[src/shared/irq_enable_pkg.sv]
package irq_enable_pkg;

  localparam int unsigned REG_WIDTH = 32;
  localparam int unsigned ADDR_WIDTH = 8;

  // Register byte offsets
  localparam logic [7:0] STATUS_OFFSET = 8'h0c;
  localparam logic [7:0] ENABLE_OFFSET = 8'h10;
  localparam logic [7:0] DISABLE_OFFSET = 8'h14;

  // Field positions
  localparam int unsigned MASTER_BIT = 31;
  localparam int unsigned OWNERSHIP_BIT = 30;
  localparam int unsigned ROOT_HUB_BIT = 6;
  localparam int unsigned FRAME_OVF_BIT = 5;
  localparam int unsigned FATAL_ERR_BIT = 4;
  localparam int unsigned RESUME_BIT = 3;
  localparam int unsigned SOF_BIT = 2;
  localparam int unsigned WRITEBACK_BIT = 1;
  localparam int unsigned OVERRUN_BIT = 0;

  // Implemented bits of the enable and status registers
  localparam logic [31:0] ENABLE_IMPL_MASK = 32'hc000_007f;
  localparam logic [31:0] EVENT_IMPL_MASK = 32'h4000_007f;

  // Reset values
  localparam logic [31:0] ENABLE_RESET = 32'h0000_0000;
  localparam logic [31:0] STATUS_RESET = 32'h0000_0000;

  typedef struct packed {
    logic                  valid;
    logic                  write;
    logic [ADDR_WIDTH-1:0] addr;
    logic [REG_WIDTH-1:0]  wdata;
  } reg_req_t;

endpackage
[src/rtl/irq_enable_mask.sv]
`timescale 1ns/1ns
module irq_enable_mask
  import irq_enable_pkg::*;
(
  input  wire logic                 i_clock,
  input  wire logic                 i_rst_n,
  input  wire reg_req_t             i_req,
  input  wire logic [REG_WIDTH-1:0] i_event,
  output logic      [REG_WIDTH-1:0] o_rdata,
  output logic                      o_irq
);

  logic [REG_WIDTH-1:0] enable_reg;
  logic [REG_WIDTH-1:0] enable_next;
  logic [REG_WIDTH-1:0] status_reg;
  logic [REG_WIDTH-1:0] status_next;
  logic [REG_WIDTH-1:0] rdata_reg;
  logic [REG_WIDTH-1:0] rdata_next;
  logic                 irq_reg;
  logic                 irq_next;
  logic                 wr_enable;
  logic                 wr_disable;
  logic                 wr_status;
  logic                 pending;

  assign wr_enable  = i_req.valid && i_req.write
                      && (i_req.addr == ENABLE_OFFSET);
  assign wr_disable = i_req.valid && i_req.write
                      && (i_req.addr == DISABLE_OFFSET);
  assign wr_status  = i_req.valid && i_req.write
                      && (i_req.addr == STATUS_OFFSET);

  // Per-bit event enables; one generate covers every event position
  logic [REG_WIDTH-1:0] gated;
  genvar g;
  generate
    for (g = 0; g < REG_WIDTH; g++) begin : g_bit
      if (EVENT_IMPL_MASK[g]) begin : g_ev
        assign gated[g] = status_reg[g] & enable_reg[g];
      end else begin : g_none
        assign gated[g] = 1'b0;
      end
    end
  endgenerate

  // Bits 30, 6, 5, 4, 3, 2, 1, 0 each gate their own event
  assign pending = (|gated) & enable_reg[MASTER_BIT];

  always_comb begin
    enable_next = enable_reg;
    if (wr_enable) begin
      // Write one sets, zero keeps; reserved bits never store
      enable_next = enable_next
                    | (i_req.wdata & ENABLE_IMPL_MASK);
    end
    if (wr_disable) begin
      enable_next = enable_next & ~i_req.wdata;
    end
  end

  always_comb begin
    status_next = status_reg;
    if (wr_status) begin
      status_next = status_next & ~i_req.wdata;
    end
    // A new event wins over a same-cycle clear
    status_next = status_next | (i_event & EVENT_IMPL_MASK);
  end

  always_comb begin
    rdata_next = '0;
    if (i_req.valid && !i_req.write) begin
      unique case (i_req.addr)
        ENABLE_OFFSET:  rdata_next = enable_reg;
        DISABLE_OFFSET: rdata_next = enable_reg;
        STATUS_OFFSET:  rdata_next = status_reg;
        default:        rdata_next = '0;
      endcase
    end else begin
      rdata_next = rdata_reg;
    end
  end

  assign irq_next = pending;

  always_ff @(posedge i_clock or negedge i_rst_n) begin
    if (!i_rst_n) begin
      enable_reg <= ENABLE_RESET;
      status_reg <= STATUS_RESET;
      rdata_reg  <= '0;
      irq_reg    <= 1'b0;
    end else begin
      enable_reg <= enable_next;
      status_reg <= status_next;
      rdata_reg  <= rdata_next;
      irq_reg    <= irq_next;
    end
  end

  assign o_rdata = rdata_reg;
  assign o_irq   = irq_reg;

  // Each implemented event reaches the interrupt through its own enable
  generate
    for (g = 0; g < REG_WIDTH; g++) begin : g_chk
      if (EVENT_IMPL_MASK[g]) begin : g_ev

      end
    end
  endgenerate
endmodule

[config.mk]
export PLATFORM = sky130hd
export DESIGN_NAME = irq_enable_mask
export DESIGN_NICKNAME = d
export VERILOG_FILES = /design/src/shared/irq_enable_pkg.sv /design/src/rtl/irq_enable_mask.sv
export SDC_FILE = /design/constraint.sdc
export NUM_CORES = 1
export LEC_CHECK = 0
export ABC_AREA = 1
export BUFFER_PORTS_ARGS = -buffer_cell sky130_fd_sc_hd__clkbuf_2
export CORE_ASPECT_RATIO = 0.75
export CORE_MARGIN = 5
export CORE_UTILIZATION = 53
export CTS_CLUSTER_SIZE = 24
export DETAILED_ROUTE_END_ITERATION = 10
export GPL_ROUTABILITY_DRIVEN = 0
export PLACE_DENSITY = 0.9
export RECOVER_POWER = 100
export REMOVE_ABC_BUFFERS = 1
export SLEW_MARGIN = 20
export SYNTH_ARGS = -nofsm -noshare
export SYNTH_HDL_FRONTEND = slang
export SYNTH_SLANG_ARGS = --single-unit
[constraint.sdc]
create_clock -name i_clock -period 1.2 [get_ports i_clock]
set_input_delay 0.24 -clock i_clock [delete_from_list [all_inputs] [get_ports i_clock]]
set_output_delay 0.24 -clock i_clock [all_outputs]
set_load 0.01 [all_outputs]
; ---- After elaboration in Yosys (flattened, before gate mapping)
; Cells that the tools add are included.
[totals]
inputBits = 76
word_cells = 33
ff_bits = 97
[op_classes]
n_reduce_logical = 8
bitwise = 14
eq_ne = 3
mux = 4
[op_table]
columns = op, n
row1 = 32-bit 2-to-1 mux, 3
row2 = 32-bit bitwise AND, 2
row3 = 32-bit one-hot mux with 2 select lines, 1
row4 = 32-bit NOT, 1
row5 = 32-bit by 31-bit OR with 32-bit output, 1
row6 = 32-bit OR, 1
row7 = "8-bit by 5-bit == test with 1-bit output, second input constant", 2
row8 = 1-bit bitwise AND, 9
row9 = "8-bit by 4-bit == test with 1-bit output, second input constant", 1
row10 = 8-bit OR reduction, 1
row11 = 1-bit logical AND, 5
row12 = 2-bit OR reduction, 1
row13 = 1-bit logical NOT, 1

; ---- Longest topological paths before layout
; Gate-level depths: netlist of the first run.
[depth]
depth_word = 5
depth_mapped = 8

; ---- Worst setup path after synthesis of the first run
; No wires, ideal clock.
[synth_timing]
path_type = in2reg
startpoint = input port i_req[33] (netlist name)
endpoint = register status_reg[20]
path_buffers = 1
stages = 7
arrival_ns = 0.962
setup_slack_ns = 0.116
cell_sequence = nor2_1 > nand2_2 > nor2_8 > nand2_4 > inv_4 > buf_6 > a21boi_2
[synth_via]
elab_chain_len = 4
[synth_lines]
columns = item, line
row1 = from (decl), irq_enable_mask.sv:7  ; input wire reg_req_t i_req,
row2 = 8-bit by 4-bit == test with 1-bit output, irq_enable_mask.sv:31  ; && (i_req.addr == STATUS_OFFSET);
row3 = 1-bit logical AND, irq_enable_mask.sv:31
row4 = 32-bit 2-to-1 mux, irq_enable_mask.sv:63  ; if (wr_status) begin
row5 = 32-bit by 31-bit OR with 32-bit output, irq_enable_mask.sv:67  ; status_next = status_next | (i_event & EVENT_IMPL_MASK);
row6 = to (signal assigned), irq_enable_mask.sv:94  ; status_reg <= status_next;
row7 = to (decl), irq_enable_mask.sv:15  ; logic [REG_WIDTH-1:0] status_reg;
; Every way passes these cells.
; A chain may end at the register's enable or synchronous reset.

; ---- Final worst setup path of the first run
[layout_timing]
startpoint = register rdata_reg[6], in the netlist o_rdata[6]
endpoint = output port o_rdata[6]
[layout_rtl]
columns = item, line
row1 = from (decl), irq_enable_mask.sv:17  ; logic [REG_WIDTH-1:0] rdata_reg;
row2 = from (signal assigned), irq_enable_mask.sv:95  ; rdata_reg <= rdata_next;
row3 = to (decl), irq_enable_mask.sv:9  ; output logic [REG_WIDTH-1:0] o_rdata,
; No word-level cell between the ends.

==> out/results.md, run 1 <==
| Stage | Item | Reported |
|---|---|---|
| cells and area | Proportion of layout cells with a drive suffix above 1 | 27.8% |
| pwr | Maximum vdd ir drop | 0.000752 V |
| setup path | Buf/Inv on CP | 1 |
| cells and area | Area added between synthesis and finish | 16.7% |
| setup path | Slowest cell on crit path | sky130_fd_sc_hd__dfrtp_1 |
| timing | Final critical-path setup slack | 0.0550 ns |
| timing | Crit share post-route | 95.4% |
| global routing | First-pass GRT wire length | 16.4 mm |
| global routing | Total global routing track utilization | 21.1% |
| setup path | Setup crit end kind | primary output |
| synth | Post-synth top area cell | sky130_fd_sc_hd__dfrtp_1 |
| detailed routing | Residual DRC count | 0 |
| cts | Clock tree from TritonCTS | built |
| synth | Syn_area_per_cell | 10.5 um^2 |
| global routing | Initial antenna violation count | 0 |
| synth | Number of warnings issued by yosys | 0 |
| floorplanning | Y dimension of the die | 87.4 um |
| cells and area | Count of filler cells inserted in the layout | 698 |
| timing | Unrepaired setup endpoints after global routing | false |
| place | Estimated wirelength of the detail-placed design | 7.03 mm |
| cts | Maximum buffer depth of the clock tree | 2 |
| flow run | Maximum capacitance violations | 0 |
| hold path | Kind of path behind the tightest hold check | in2reg |
| setup path | Critical path fanouts, max | 2 |
| synth | Area fraction of the dominant cell type after synthesis | 57.4% |
| timing | Fmax achieved | 873 MHz |
| cells and area | Count of nets after finishing | 581 |
| place | Worst slack at placement | -0.155 ns |
| setup path | Max stage delay on crit path | 0.41 ns |
| detailed routing | Final wirelength | 9.83 mm |
| cts | Clk root buf | sky130_fd_sc_hd__clkbuf_8 |
| cts | Cells resized by post-CTS repair | 0 |
| setup path | Required time at the endpoint of the critical path | 0.96 ns |
| pwr | Power per unit of standard cell area | 1220 mW/mm^2 |
| detailed routing | Average detailed-routed wire length per instance | 16.0 um |
| floorplanning | # rows | 28 |
| cells and area | Antenna Cells | 0 |
| cts | Clock buffer count from CTS | 9 |
| synth | Mapped cell area | 0.00423 mm^2 |
| timing | Fin. Hold Viols | 0 |
| synth | Cell with the most instances after synthesis | sky130_fd_sc_hd__dfrtp_1 |
| cts | Clock transition time at the flip-flop clock pins of the worst setup and hold paths | 0.09 ns |
| place | Number of placed instances with taps included | 598 |
| cts | H-tree levels | 3 |
| setup path | Worst EP arrival | 0.90 ns |
| pwr | Static Leakage | 0.00245 uW |
| setup path | Cell family contributing the most delay on the critical path | flip-flops |
| setup path | Category of the critical setup timing path | reg2out |
| synth | Area contributors post-synth | sky130_fd_sc_hd__dfrtp_1 (57%), sky130_fd_sc_hd__a21oi_1 (5.7%), sky130_fd_sc_hd__a21oi_2 (5.4%), sky130_fd_sc_hd__a21boi_2 (5.3%), sky130_fd_sc_hd__nor2_1 (4.5%) |
| timing | Worst Tran Pin Value | 0.545 ns |
| timing | Count of endpoints failing setup in the final report | 0 |
| detailed routing | Mean number of vias per cell | 5.28 |
| detailed routing | Iter 0 DRT Violations | 155 |
| synth | Share of the yosys chip area belonging to registers | 57.4% |
| synth | Register bit total from synthesis | 97 |
| place | Instance area after placement | 0.00490 mm^2 |
| floorplanning | DIE WIDTH | 113 um |
| cells and area | Non-Filler Instances | 615 |
| floorplanning | I/O pin count | 109 |
| timing | Max-slew violation count | 0 |
| synth | Number of enable flip-flop cells after synthesis | 0 |
| synth | Count of unique library cells instantiated by Yosys | 30 |
| detailed routing | Vias after detailed routing | 3,248 |
| status | Status | completed |
| cells and area | Total non-filler cell area in the finished layout | 0.00494 mm^2 |
| global routing | Leftover overflow at the end of global routing | 0 |
| floorplanning | Die Footprint | 0.00988 mm^2 |
| synth | Predominant post-synthesis flop cell | sky130_fd_sc_hd__dfrtp_1 |
| setup path | Cells along the critical path | clkbuf_2 |
| synth | Cell count after synthesis | 403 |
| synth | Synth async-reset ratio | 100% |
| detailed routing | ANT nets after route | 0 |
| floorplanning | Core Box Area | 0.00785 mm^2 |
| synth | Most instantiated cells after synthesis | sky130_fd_sc_hd__dfrtp_1 (97), sky130_fd_sc_hd__nor2_1 (51), sky130_fd_sc_hd__a21oi_1 (48) |
| global routing | Via count of the first global-routing pass | 3,419 |
| setup path | Kind of launch point of the worst setup path | register |
| floorplanning | Initial Utilization | 53.9% |
| cts | Sink count of the clock tree | 97 |
| timing | Worst Skew | 0.00639 ns |
| place | IO Port Bufs | 84 |
| global routing | Largest net degree at the start of global routing | 58 |
| timing | Relative slew slack | 63.7% |
| cts | Clock insertion delay at the later pin of the skew report | 0.36 ns |
| timing | Minimum clock period after layout | 1.14 ns |
| detailed routing | Iteration count of the initial detailed-routing pass | 4 |
layout make-up:
cell class | instances | area (um^2) | area share [%]
flip-flops and latches | 97 | 2430 | 49.2
multi-input cells | 249 | 1410 | 28.5
repair buffers | 108 | 658 | 13.3
inverters | 40 | 150 | 3.04
clock buffers | 12 | 135 | 2.74
well taps | 105 | 131 | 2.66
clock inverters | 4 | 30.0 | 0.608
kinds of logic after synthesis:
| kind of cell | count (synthesis) | synth area share, % |
|---|---|---|
| and+or+nand+nor | 117 | 12.5 |
| buffers and inverters | 57 | 7.19 |
| AOI/OAI and AO/OA | 132 | 22.9 |
| DFF | 97 | 57.4 |
where the power goes:
group	total (uW)	leakage [uW]	internal, uW	switching [uW]
sequential	3480	0.00120	3400	81.8
clock	1860	0.0000688	756	1110
combinational	663	0.00118	257	406
through the flow:
| step | power (uW) | util (%) | TNS, ns | hold slack [ns] |
|---|---|---|---|---|
| 3_3_place_gp | 4230 | 62.5 | -3.23 | 0.235 |
| 6_report | 6010 | 62.9 | 0 | 0.0517 |
| 4_1_cts | 6120 | 64.7 | 0 | 0.0391 |
| 5_1_grt | 6310 | 62.9 | 0 | 0.0328 |
| 3_5_place_dp | 4260 | 62.5 | -7.10 | 0.235 |
| 2_1_floorplan | 3840 | - | -18.75 | -0.0556 |
cells in the final DEF (no fill, tap or decap):
cell / Yosys / final
sky130_fd_sc_hd__clkinvlp_4: 0 / 4
sky130_fd_sc_hd__inv_1: 34 / 35
sky130_fd_sc_hd__nand3_1: 9 / 9
sky130_fd_sc_hd__a21boi_0: 20 / 31
sky130_fd_sc_hd__clkbuf_1: 2 / 20
sky130_fd_sc_hd__o21a_1: 1 / 1
sky130_fd_sc_hd__o22ai_1: 2 / 2
sky130_fd_sc_hd__o21ai_0: 4 / 4
sky130_fd_sc_hd__clkbuf_8: 1 / 9
sky130_fd_sc_hd__buf_12: 0 / 6
sky130_fd_sc_hd__buf_4: 5 / 10
sky130_fd_sc_hd__buf_6: 4 / 1
sky130_fd_sc_hd__clkinv_1: 1 / 1
sky130_fd_sc_hd__nand3_4: 1 / 1
sky130_fd_sc_hd__nor2_4: 3 / 2
sky130_fd_sc_hd__dlygate4sd3_1: 0 / 1
sky130_fd_sc_hd__clkbuf_4: 1 / 5
sky130_fd_sc_hd__a21boi_2: 20 / 6
sky130_fd_sc_hd__inv_2: 4 / 4
sky130_fd_sc_hd__a21boi_1: 6 / 9
sky130_fd_sc_hd__a21oi_2: 26 / 20
sky130_fd_sc_hd__dfrtp_1: 97 / 97
sky130_fd_sc_hd__nor2_1: 51 / 52
sky130_fd_sc_hd__clkbuf_2: 0 / 68
sky130_fd_sc_hd__nand2_1: 45 / 47
sky130_fd_sc_hd__nor2_8: 1 / 1
sky130_fd_sc_hd__nand2_2: 5 / 4
sky130_fd_sc_hd__o21bai_1: 4 / 4
sky130_fd_sc_hd__a22o_1: 1 / 1
sky130_fd_sc_hd__a21oi_1: 48 / 54
sky130_fd_sc_hd__nand2_4: 2 / 1
layer usage:
layer	routed length (um)	global-route usage, %	up-vias
li1	-	-	1517
met5	0	0	-
met4	122	5.90	0
met1	4230	27.0	1619
met2	4830	35.3	98
met3	646	6.39	14
what timing repair did:
item,in CTS,in global routing
setup buffers,0,0
hold buffers,1,0
hold endpoints to repair,97,0
worst paths after layout:
kind                                              start                    endpoint  slack [ns]  cells after the start
worst min-delay path                         i_event[5]     status_reg[5]$_DFF_PN0_        0.05                      3
worst max register to register  status_reg[6]$_DFF_PN0_             o_irq$_DFF_PN0_        0.23                      4
max in group asynchronous                       i_rst_n  asynchronous set/reset pin        0.25                      3
min in group asynchronous                       i_rst_n     o_rdata[20]$_DFFE_PN0P_        0.51                      3
worst max-delay path             o_rdata[6]$_DFFE_PN0P_                  o_rdata[6]        0.06                      1
worst min register to register  o_rdata[11]$_DFFE_PN0P_     o_rdata[11]$_DFFE_PN0P_        0.52                      2
Power figures use the tool's default switching activity.
==> inputs of run 2 (changes only) <==
--- a/config.mk
+++ b/config.mk
@@ -8,7 +8,7 @@
 export ABC_AREA = 1
 export BUFFER_PORTS_ARGS = -buffer_cell sky130_fd_sc_hd__clkbuf_2
 export CORE_ASPECT_RATIO = 0.75
-export CORE_MARGIN = 5
+export CORE_MARGIN = 10
 export CORE_UTILIZATION = 53
 export CTS_CLUSTER_SIZE = 24
 export DETAILED_ROUTE_END_ITERATION = 10
@@ -20,3 +20,4 @@
 export SYNTH_ARGS = -nofsm -noshare
 export SYNTH_HDL_FRONTEND = slang
 export SYNTH_SLANG_ARGS = --single-unit
+export TNS_END_PERCENT = 30
==> out/results.md, run 2 (synthesis gave the netlist of run 1 again) <==
| Stage | Item | Reported | Change |
|---|---|---|---|
| status | Status | completed |  |
| timing | Max-slew violation count | 0 | unchanged |
| setup path | Slowest cell on crit path | sky130_fd_sc_hd__dfrtp_1 |  |
| timing | Fin. Hold Viols | 0 | unchanged |
| pwr | Maximum vdd ir drop | 0.000632 V | -16% |
| setup path | Setup crit end kind | primary output |  |
| floorplanning | Initial Utilization | 54.1% | +0.24 points |
| floorplanning | DIE WIDTH | 123 um | +8.8% |
| cts | Clk root buf | sky130_fd_sc_hd__clkbuf_8 |  |
| floorplanning | Die Footprint | 0.0120 mm^2 | +21% |
| detailed routing | Average detailed-routed wire length per instance | 16.4 um | +2.6% |
| global routing | Via count of the first global-routing pass | 3,468 | +1.4% |
| setup path | Required time at the endpoint of the critical path | 0.96 ns | about the same |
| cts | Setup bufs post-CTS | 0 | unchanged |
| setup path | Max stage delay on crit path | 0.41 ns | about the same |
| place | Instance area after placement | 0.00488 mm^2 | -0.46% |
| cts | Cells resized by post-CTS repair | 0 | unchanged |
| detailed routing | Iter 0 DRT Violations | 192 | +24% |
| cts | Clock insertion delay at the later pin of the skew report | 0.36 ns | about the same |
| global routing | Met1 track utilization from global routing | 20.3% | -6.7 points |
| floorplanning | Y dimension of the die | 97.4 um | +11% |
| place | Number of placed instances with taps included | 595 | -0.50% |
| setup path | Worst path depth | 1 | unchanged |
| detailed routing | Mean number of vias per cell | 5.19 | -1.8% |
| detailed routing | Vias after detailed routing | 3,174 | -2.3% |
| floorplanning | I/O pin count | 109 | unchanged |
| place | IO Port Bufs | 84 | unchanged |
| cells and area | Non-Filler Instances | 612 | -0.49% |
| cells and area | Total non-filler cell area in the finished layout | 0.00500 mm^2 | +1.2% |
| detailed routing | Final wirelength | 10.0 mm | +2.1% |
| setup path | Critical path fanouts, max | 2 | unchanged |
| cts | Maximum buffer depth of the clock tree | 2 | unchanged |
| global routing | Largest net degree at the start of global routing | 41 | -29% |
| global routing | Initial antenna violation count | 0 | unchanged |
| setup path | Buf/Inv on CP | 1 | unchanged |
| cts | Clock tree from TritonCTS | built |  |
| timing | Unrepaired setup endpoints after global routing | false |  |
| global routing | Total global routing track utilization | 17.4% | -3.7 points |
| cells and area | Top library cells by usage in the layout, fill and taps aside | sky130_fd_sc_hd__dfrtp_1 (97), sky130_fd_sc_hd__clkbuf_2 (71), sky130_fd_sc_hd__a21oi_1 (54) |  |
| cts | Hold Buf Count CTS | 1 | unchanged |
| cells and area | Area added between synthesis and finish | 18.1% |  |
| cells and area | Commonest non-fill, non-tap cell in the layout | sky130_fd_sc_hd__dfrtp_1 |  |
| setup path | Cell family contributing the most delay on the critical path | flip-flops |  |
| setup path | Category of the critical setup timing path | reg2out |  |
| setup path | Count of cells along the worst register-to-register path | 3 | -1 |
| cts | Clock buffer count from CTS | 9 | unchanged |
| timing | Relative slew slack | 64.2% | +0.53 points |
| detailed routing | Residual DRC count | 0 | unchanged |
| hold path | Start point of the worst hold path | i_event[4] |  |
| setup path | Kind of launch point of the worst setup path | register |  |
| hold path | Number of instances on the worst hold path | 3 | unchanged |
| timing | Count of endpoints failing setup in the final report | 0 | unchanged |
| cts | H-tree levels | 3 | unchanged |
| timing | Fmax achieved | 864 MHz | -1.0% |
| cells and area | Count of filler cells inserted in the layout | 671 | -3.9% |
| setup path | Worst EP arrival | 0.92 ns | +0.02 ns |
| global routing | Busiest metal layer after global routing | met2 |  |
| timing | Worst Tran Pin Value | 0.537 ns | -0.00789 ns |
| timing | Worst Skew | 0.00903 ns | +0.00264 ns |
| global routing | GR met3 Demand/Resource | 5.28% | -1.1 points |
| cts | Sink count of the clock tree | 97 | unchanged |
| cts | Clock transition time at the flip-flop clock pins of the worst setup and hold paths | 0.09 ns | about the same |
| pwr | Power per unit of standard cell area | 1270 mW/mm^2 | +4.0% |
| floorplanning | # rows | 28 | unchanged |
| cells and area | Proportion of layout cells with a drive suffix above 1 | 30.2% | +2.3 points |
| floorplanning | Core Box Area | 0.00781 mm^2 | -0.45% |
| pwr | Static Leakage | 0.00249 uW | +1.6% |
| timing | Crit share post-route | 96.4% | +0.99 points |
| place | Estimated wirelength of the detail-placed design | 7.23 mm | +2.8% |
| global routing | Leftover overflow at the end of global routing | 0 | unchanged |
| flow run | Maximum capacitance violations | 0 | unchanged |
| setup path | Cells along the critical path | clkbuf_2 |  |
| detailed routing | ANT nets after route | 0 | unchanged |
| cells and area | Antenna Cells | 0 | unchanged |
| timing | Setup TNS | 0 ns | unchanged |
| global routing | GR Layer Usage met2 | 30.0% | -5.3 points |
| global routing | First-pass GRT wire length | 16.8 mm | +2.3% |
| detailed routing | Iteration count of the initial detailed-routing pass | 4 | unchanged |
| setup path | Startpoint of the most critical setup path | o_rdata[9]$_DFFE_PN0P_ |  |
| cells and area | Count of nets after finishing | 578 | -0.52% |
| hold path | Kind of path behind the tightest hold check | in2reg |  |
| timing | Minimum clock period after layout | 1.16 ns | +0.0119 ns |
## run 2: routing by layer
| metal | routed length (um) | vias up | share of wire (%) |
|---|---|---|---|
| li1 | - | 1515 | - |
| met4 | 155 | 0 | 1.5 |
| met1 | 4160 | 1555 | 41 |
| met5 | 0 | - | 0 |
| met2 | 5110 | 84 | 51 |
| met3 | 613 | 20 | 6.1 |
## run 2: worst reg2reg max path, cell delays in order (launching register included)
cell and delay, ns:
sky130_fd_sc_hd__dfrtp_1 0.41, sky130_fd_sc_hd__a22o_1 0.24, sky130_fd_sc_hd__nor2_1 0.08, sky130_fd_sc_hd__a21oi_1 0.07
## run 2: worst paths after layout
kind	endpoint	slack [ns]
worst max-delay path	o_rdata[9]	0.04
worst min-delay path	status_reg[4]$_DFF_PN0_	0.05
worst max register to register	o_irq$_DFF_PN0_	0.28
worst min register to register	o_rdata[24]$_DFFE_PN0P_	0.52
max in group asynchronous	o_rdata[18]$_DFFE_PN0P_	0.15
min in group asynchronous	o_rdata[22]$_DFFE_PN0P_	0.38
## run 2: final cells by class
type | count | area [um^2] | area share [%]
clock inverters | 6 | 66.3 | 1.33
multi-input cells | 249 | 1450 | 29.0
clock buffers | 10 | 138 | 2.75
repair buffers | 105 | 634 | 12.7
inverters | 40 | 153 | 3.06
flip-flops and latches | 97 | 2430 | 48.6
well taps | 105 | 131 | 2.63
## run 2: metrics by stage
stage / power (uW) / hold WS, ns / worst slack [ns] / util, %
after floorplan: 3840 / -0.0556 / -0.451 / -
after global placement: 4230 / 0.140 / -0.0751 / 62.5
after detailed placement: 4260 / 0.144 / -0.110 / 62.5
after CTS: 6430 / 0.0404 / 0.0296 / 65.2
after global routing: 6600 / 0.0432 / 0.00447 / 63.9
final: 6320 / 0.0543 / 0.0432 / 63.9
## run 2: power by group
group | internal, uW | switching, uW | total [uW] | leakage (uW)
Clock | 1030 | 1140 | 2170 | 0.000107
Sequential | 3400 | 79.9 | 3480 | 0.00120
Combinational | 262 | 412 | 675 | 0.00119
==> inputs of run 3 (changes only) <==
--- a/config.mk
+++ b/config.mk
@@ -9,11 +9,11 @@
 export BUFFER_PORTS_ARGS = -buffer_cell sky130_fd_sc_hd__clkbuf_2
 export CORE_ASPECT_RATIO = 0.75
 export CORE_MARGIN = 10
-export CORE_UTILIZATION = 53
+export CORE_UTILIZATION = 48
 export CTS_CLUSTER_SIZE = 24
 export DETAILED_ROUTE_END_ITERATION = 10
 export GPL_ROUTABILITY_DRIVEN = 0
-export PLACE_DENSITY = 0.9
+export PLACE_DENSITY = 0.86
 export RECOVER_POWER = 100
 export REMOVE_ABC_BUFFERS = 1
 export SLEW_MARGIN = 20
==> constraint.sdc (replaced) <==
create_clock -name i_clock -period 1.04 [get_ports i_clock]
set_input_delay 0.208 -clock i_clock [delete_from_list [all_inputs] [get_ports i_clock]]
set_output_delay 0.208 -clock i_clock [all_outputs]
set_load 0.01 [all_outputs]
==> out/results.md, run 3 (synthesis gave the netlist of run 1 again) <==
| Stage | Item | Reported | Change |
|---|---|---|---|
| detailed routing | Residual DRC count | 0 | unchanged |
| setup path | Kind of launch point of the worst setup path | register |  |
| timing | Fmax achieved | 903 MHz |  |
| timing | Worst Tran Pin Value | 0.511 ns | -0.0263 ns |
| place | Estimated wirelength of the detail-placed design | 7.46 mm | +3.2% |
| timing | Relative slew slack | 66.0% | +1.8 points |
| detailed routing | Average detailed-routed wire length per instance | 16.6 um | +0.94% |
| cts | Maximum buffer depth of the clock tree | 2 | unchanged |
| hold path | Kind of path behind the tightest hold check | in2reg |  |
| cells and area | Commonest non-fill, non-tap cell in the layout | sky130_fd_sc_hd__dfrtp_1 |  |
| setup path | Cell family contributing the most delay on the critical path | flip-flops |  |
| timing | Fin. Hold Viols | 0 | unchanged |
| pwr | Proportion of power drawn by the clock network | 42.4% | +8.1 points |
| setup path | Slowest cell on crit path | sky130_fd_sc_hd__dfrtp_1 |  |
| cts | Clock buffer count from CTS | 9 | unchanged |
| cells and area | Area added between synthesis and finish | 23.2% |  |
| timing | Crit share post-route | 106% |  |
| timing | Max-slew violation count | 0 | unchanged |
| place | IO Port Bufs | 84 | unchanged |
| floorplanning | Core Box Area | 0.00853 mm^2 | +9.1% |
| pwr | Maximum vdd ir drop | 0.00123 V | +95% |
| pwr | P_sw | 1940 uW | +19% |
| pwr | Reg power frac | 47.4% | -7.6 points |
| pwr | Cell-internal power | 6530 uW | +39% |
| detailed routing | Iteration count of the initial detailed-routing pass | 4 | unchanged |
| pwr | Power per unit of standard cell area | 1630 mW/mm^2 | +29% |
| detailed routing | Mean number of vias per cell | 5.19 | about the same |
| timing | Count of endpoints failing setup in the final report | 32 | +32 |
| global routing | Via count of the first global-routing pass | 3,612 | +4.2% |
| pwr | Share of total power in combinational logic | 10.1% | -0.6 points |
| timing | Minimum clock period after layout | 1.11 ns |  |
| place | Instance area after placement | 0.00492 mm^2 | +0.69% |
| setup path | Critical path fanouts, max | 2 | unchanged |
| timing | Worst Skew | 0.00394 ns | -0.00509 ns |
| flow run | Maximum capacitance violations | 0 | unchanged |
| timing | Setup TNS | -0.719 ns | -0.719 ns |
| floorplanning | Y dimension of the die | 101 um | +4.0% |
| pwr | Static Leakage | 0.00260 uW | +4.1% |
| cts | Clock tree from TritonCTS | built |  |
| cells and area | Proportion of layout cells with a drive suffix above 1 | 34.8% | +4.7 points |
| setup path | Buf/Inv on CP | 1 | unchanged |
| detailed routing | Iter 0 DRT Violations | 295 | +54% |
| cts | H-tree levels | 3 | unchanged |
| setup path | Cells along the critical path | clkbuf_2 |  |
| timing | Worst hold slack | 0.0521 ns | -0.00222 ns |
| cells and area | Antenna Cells | 0 | unchanged |
| setup path | Max stage delay on crit path | 0.41 ns | about the same |
| cells and area | Count of filler cells inserted in the layout | 713 | +6.3% |
| cells and area | Total non-filler cell area in the finished layout | 0.00521 mm^2 | +4.3% |
| floorplanning | I/O pin count | 109 | unchanged |
| global routing | Largest net degree at the start of global routing | 44 | +7.3% |
| floorplanning | Initial Utilization | 49.6% | -4.5 points |
| status | Status | complete, but fails checks |  |
| global routing | Leftover overflow at the end of global routing | 0 | unchanged |
| setup path | Setup crit end kind | primary output |  |
| setup path | Category of the critical setup timing path | reg2out |  |
| global routing | First-pass GRT wire length | 17.3 mm | +3.0% |
| cts | Clock transition time at the flip-flop clock pins of the worst setup and hold paths | 0.06 ns | -0.03 ns |
| cts | Sink count of the clock tree | 97 | unchanged |
| timing | Unrepaired setup endpoints after global routing | true |  |
| pwr | Sw Ratio | 22.9% | -2.9 points |
| detailed routing | ANT nets after route | 0 | unchanged |
| cells and area | Top library cells by usage in the layout, fill and taps aside | sky130_fd_sc_hd__dfrtp_1 (97), sky130_fd_sc_hd__clkbuf_2 (82), sky130_fd_sc_hd__nor2_1 (52) |  |
| floorplanning | DIE WIDTH | 128 um | +4.3% |
| setup path | Worst EP arrival | 0.90 ns | -0.02 ns |
| setup path | Required time at the endpoint of the critical path | 0.83 ns | -0.13 ns |
| floorplanning | Die Footprint | 0.0130 mm^2 | +8.5% |
| cts | Clk root buf | sky130_fd_sc_hd__clkbuf_16 |  |
| cells and area | Count of nets after finishing | 582 | +0.69% |
| status | Violations in the final reports | negative setup slack |  |
| cts | Clock insertion delay at the later pin of the skew report | 0.34 ns | -0.02 ns |
| global routing | Total global routing track utilization | 16.4% | -1.0 points |
| global routing | Initial antenna violation count | 0 | unchanged |
| detailed routing | Final wirelength | 10.2 mm | +2.1% |
| detailed routing | Vias after detailed routing | 3,210 | +1.1% |
| timing | Final critical-path setup slack | -0.0670 ns | -0.110 ns |
| floorplanning | # rows | 29 | +3.6% |
[run 3: cell types whose count changed in the layout (fill, tap and decap cells not counted), sizes merged]
cell,previous run,this run
clkbuf,99,98
bufinv,1,2
buf,15,24
inv,40,39
clkinv,5,1
[run 3: area by class of cell]
type                       instances  area, um^2  share of cell area (%)
clock buffer                      14         264                    5.07
clock inverter                     2        60.1                    1.15
inverter                          40         153                    2.93
multi-input combinational        249        1470                    28.2
sequential                        97        2430                    46.6
tap                              108         135                    2.59
timing repair buffer             109         699                    13.4
[run 3: worst paths after layout]
check,from,endpoint,slack [ns],cells past startpoint
min in group asynchronous,i_rst_n,o_rdata[21]$_DFFE_PN0P_,0.37,2
worst max-delay path,o_rdata[30]$_DFFE_PN0P_,o_rdata[30],-0.07,1
worst min-delay path,i_req[17],status_reg[17]$_DFFE_PN0N_,0.05,2
worst max register to register,o_rdata[16]$_DFFE_PN0P_,o_rdata[16]$_DFFE_PN0P_,0.13,4
worst min register to register,status_reg[31]$_DFFE_PN0N_,status_reg[31]$_DFFE_PN0N_,0.51,1
max in group asynchronous,i_rst_n,status_reg[19]$_DFFE_PN0N_,0.07,3
[run 3: power by group through the flow]
stage | sequential [uW] | combinational, uW | clock [uW]
finish | 4020 | 858 | 3600
global route | 4030 | 962 | 3820
CTS | 4020 | 863 | 3670
detailed placement | 4090 | 849 | 0
global placement | 4080 | 822 | 0
floorplan | 4150 | 284 | 0
[run 3: metal layers]
metal | track usage (%) | routed length [um] | part of all wire [%] | vias to the layer above
met5 | 0 | 0 | 0 | -
met4 | 5.79 | 180 | 1.8 | 0
met3 | 5.38 | 704 | 6.9 | 17
met2 | 27.7 | 5100 | 50 | 90
met1 | 19.3 | 4260 | 42 | 1581
li1 | - | - | - | 1522
[run 3: through the flow]
step | util, % | power (uW) | cells | setup WS, ns
2_1_floorplan | - | 4430 | 386 | -0.579
6_report | 61.1 | 8470 | 619 | -0.0670
5_1_grt | 61.1 | 8810 | 619 | -0.0862
4_1_cts | 61.7 | 8550 | 615 | -0.0675
3_3_place_gp | 57.7 | 4900 | 597 | -0.200
3_5_place_dp | 57.7 | 4940 | 597 | -0.243
[run 3: what timing repair did]
| action | in CTS | in global routing |
|---|---|---|
| cloned | 0 | 0 |
| buffers inserted | 1 | 4 |
| setup endpoints to repair | 33 | 33 |
| resized for setup | 0 | 1 |
| hold endpoints to repair | 16 | 0 |
| hold buffers | 1 | 0 |
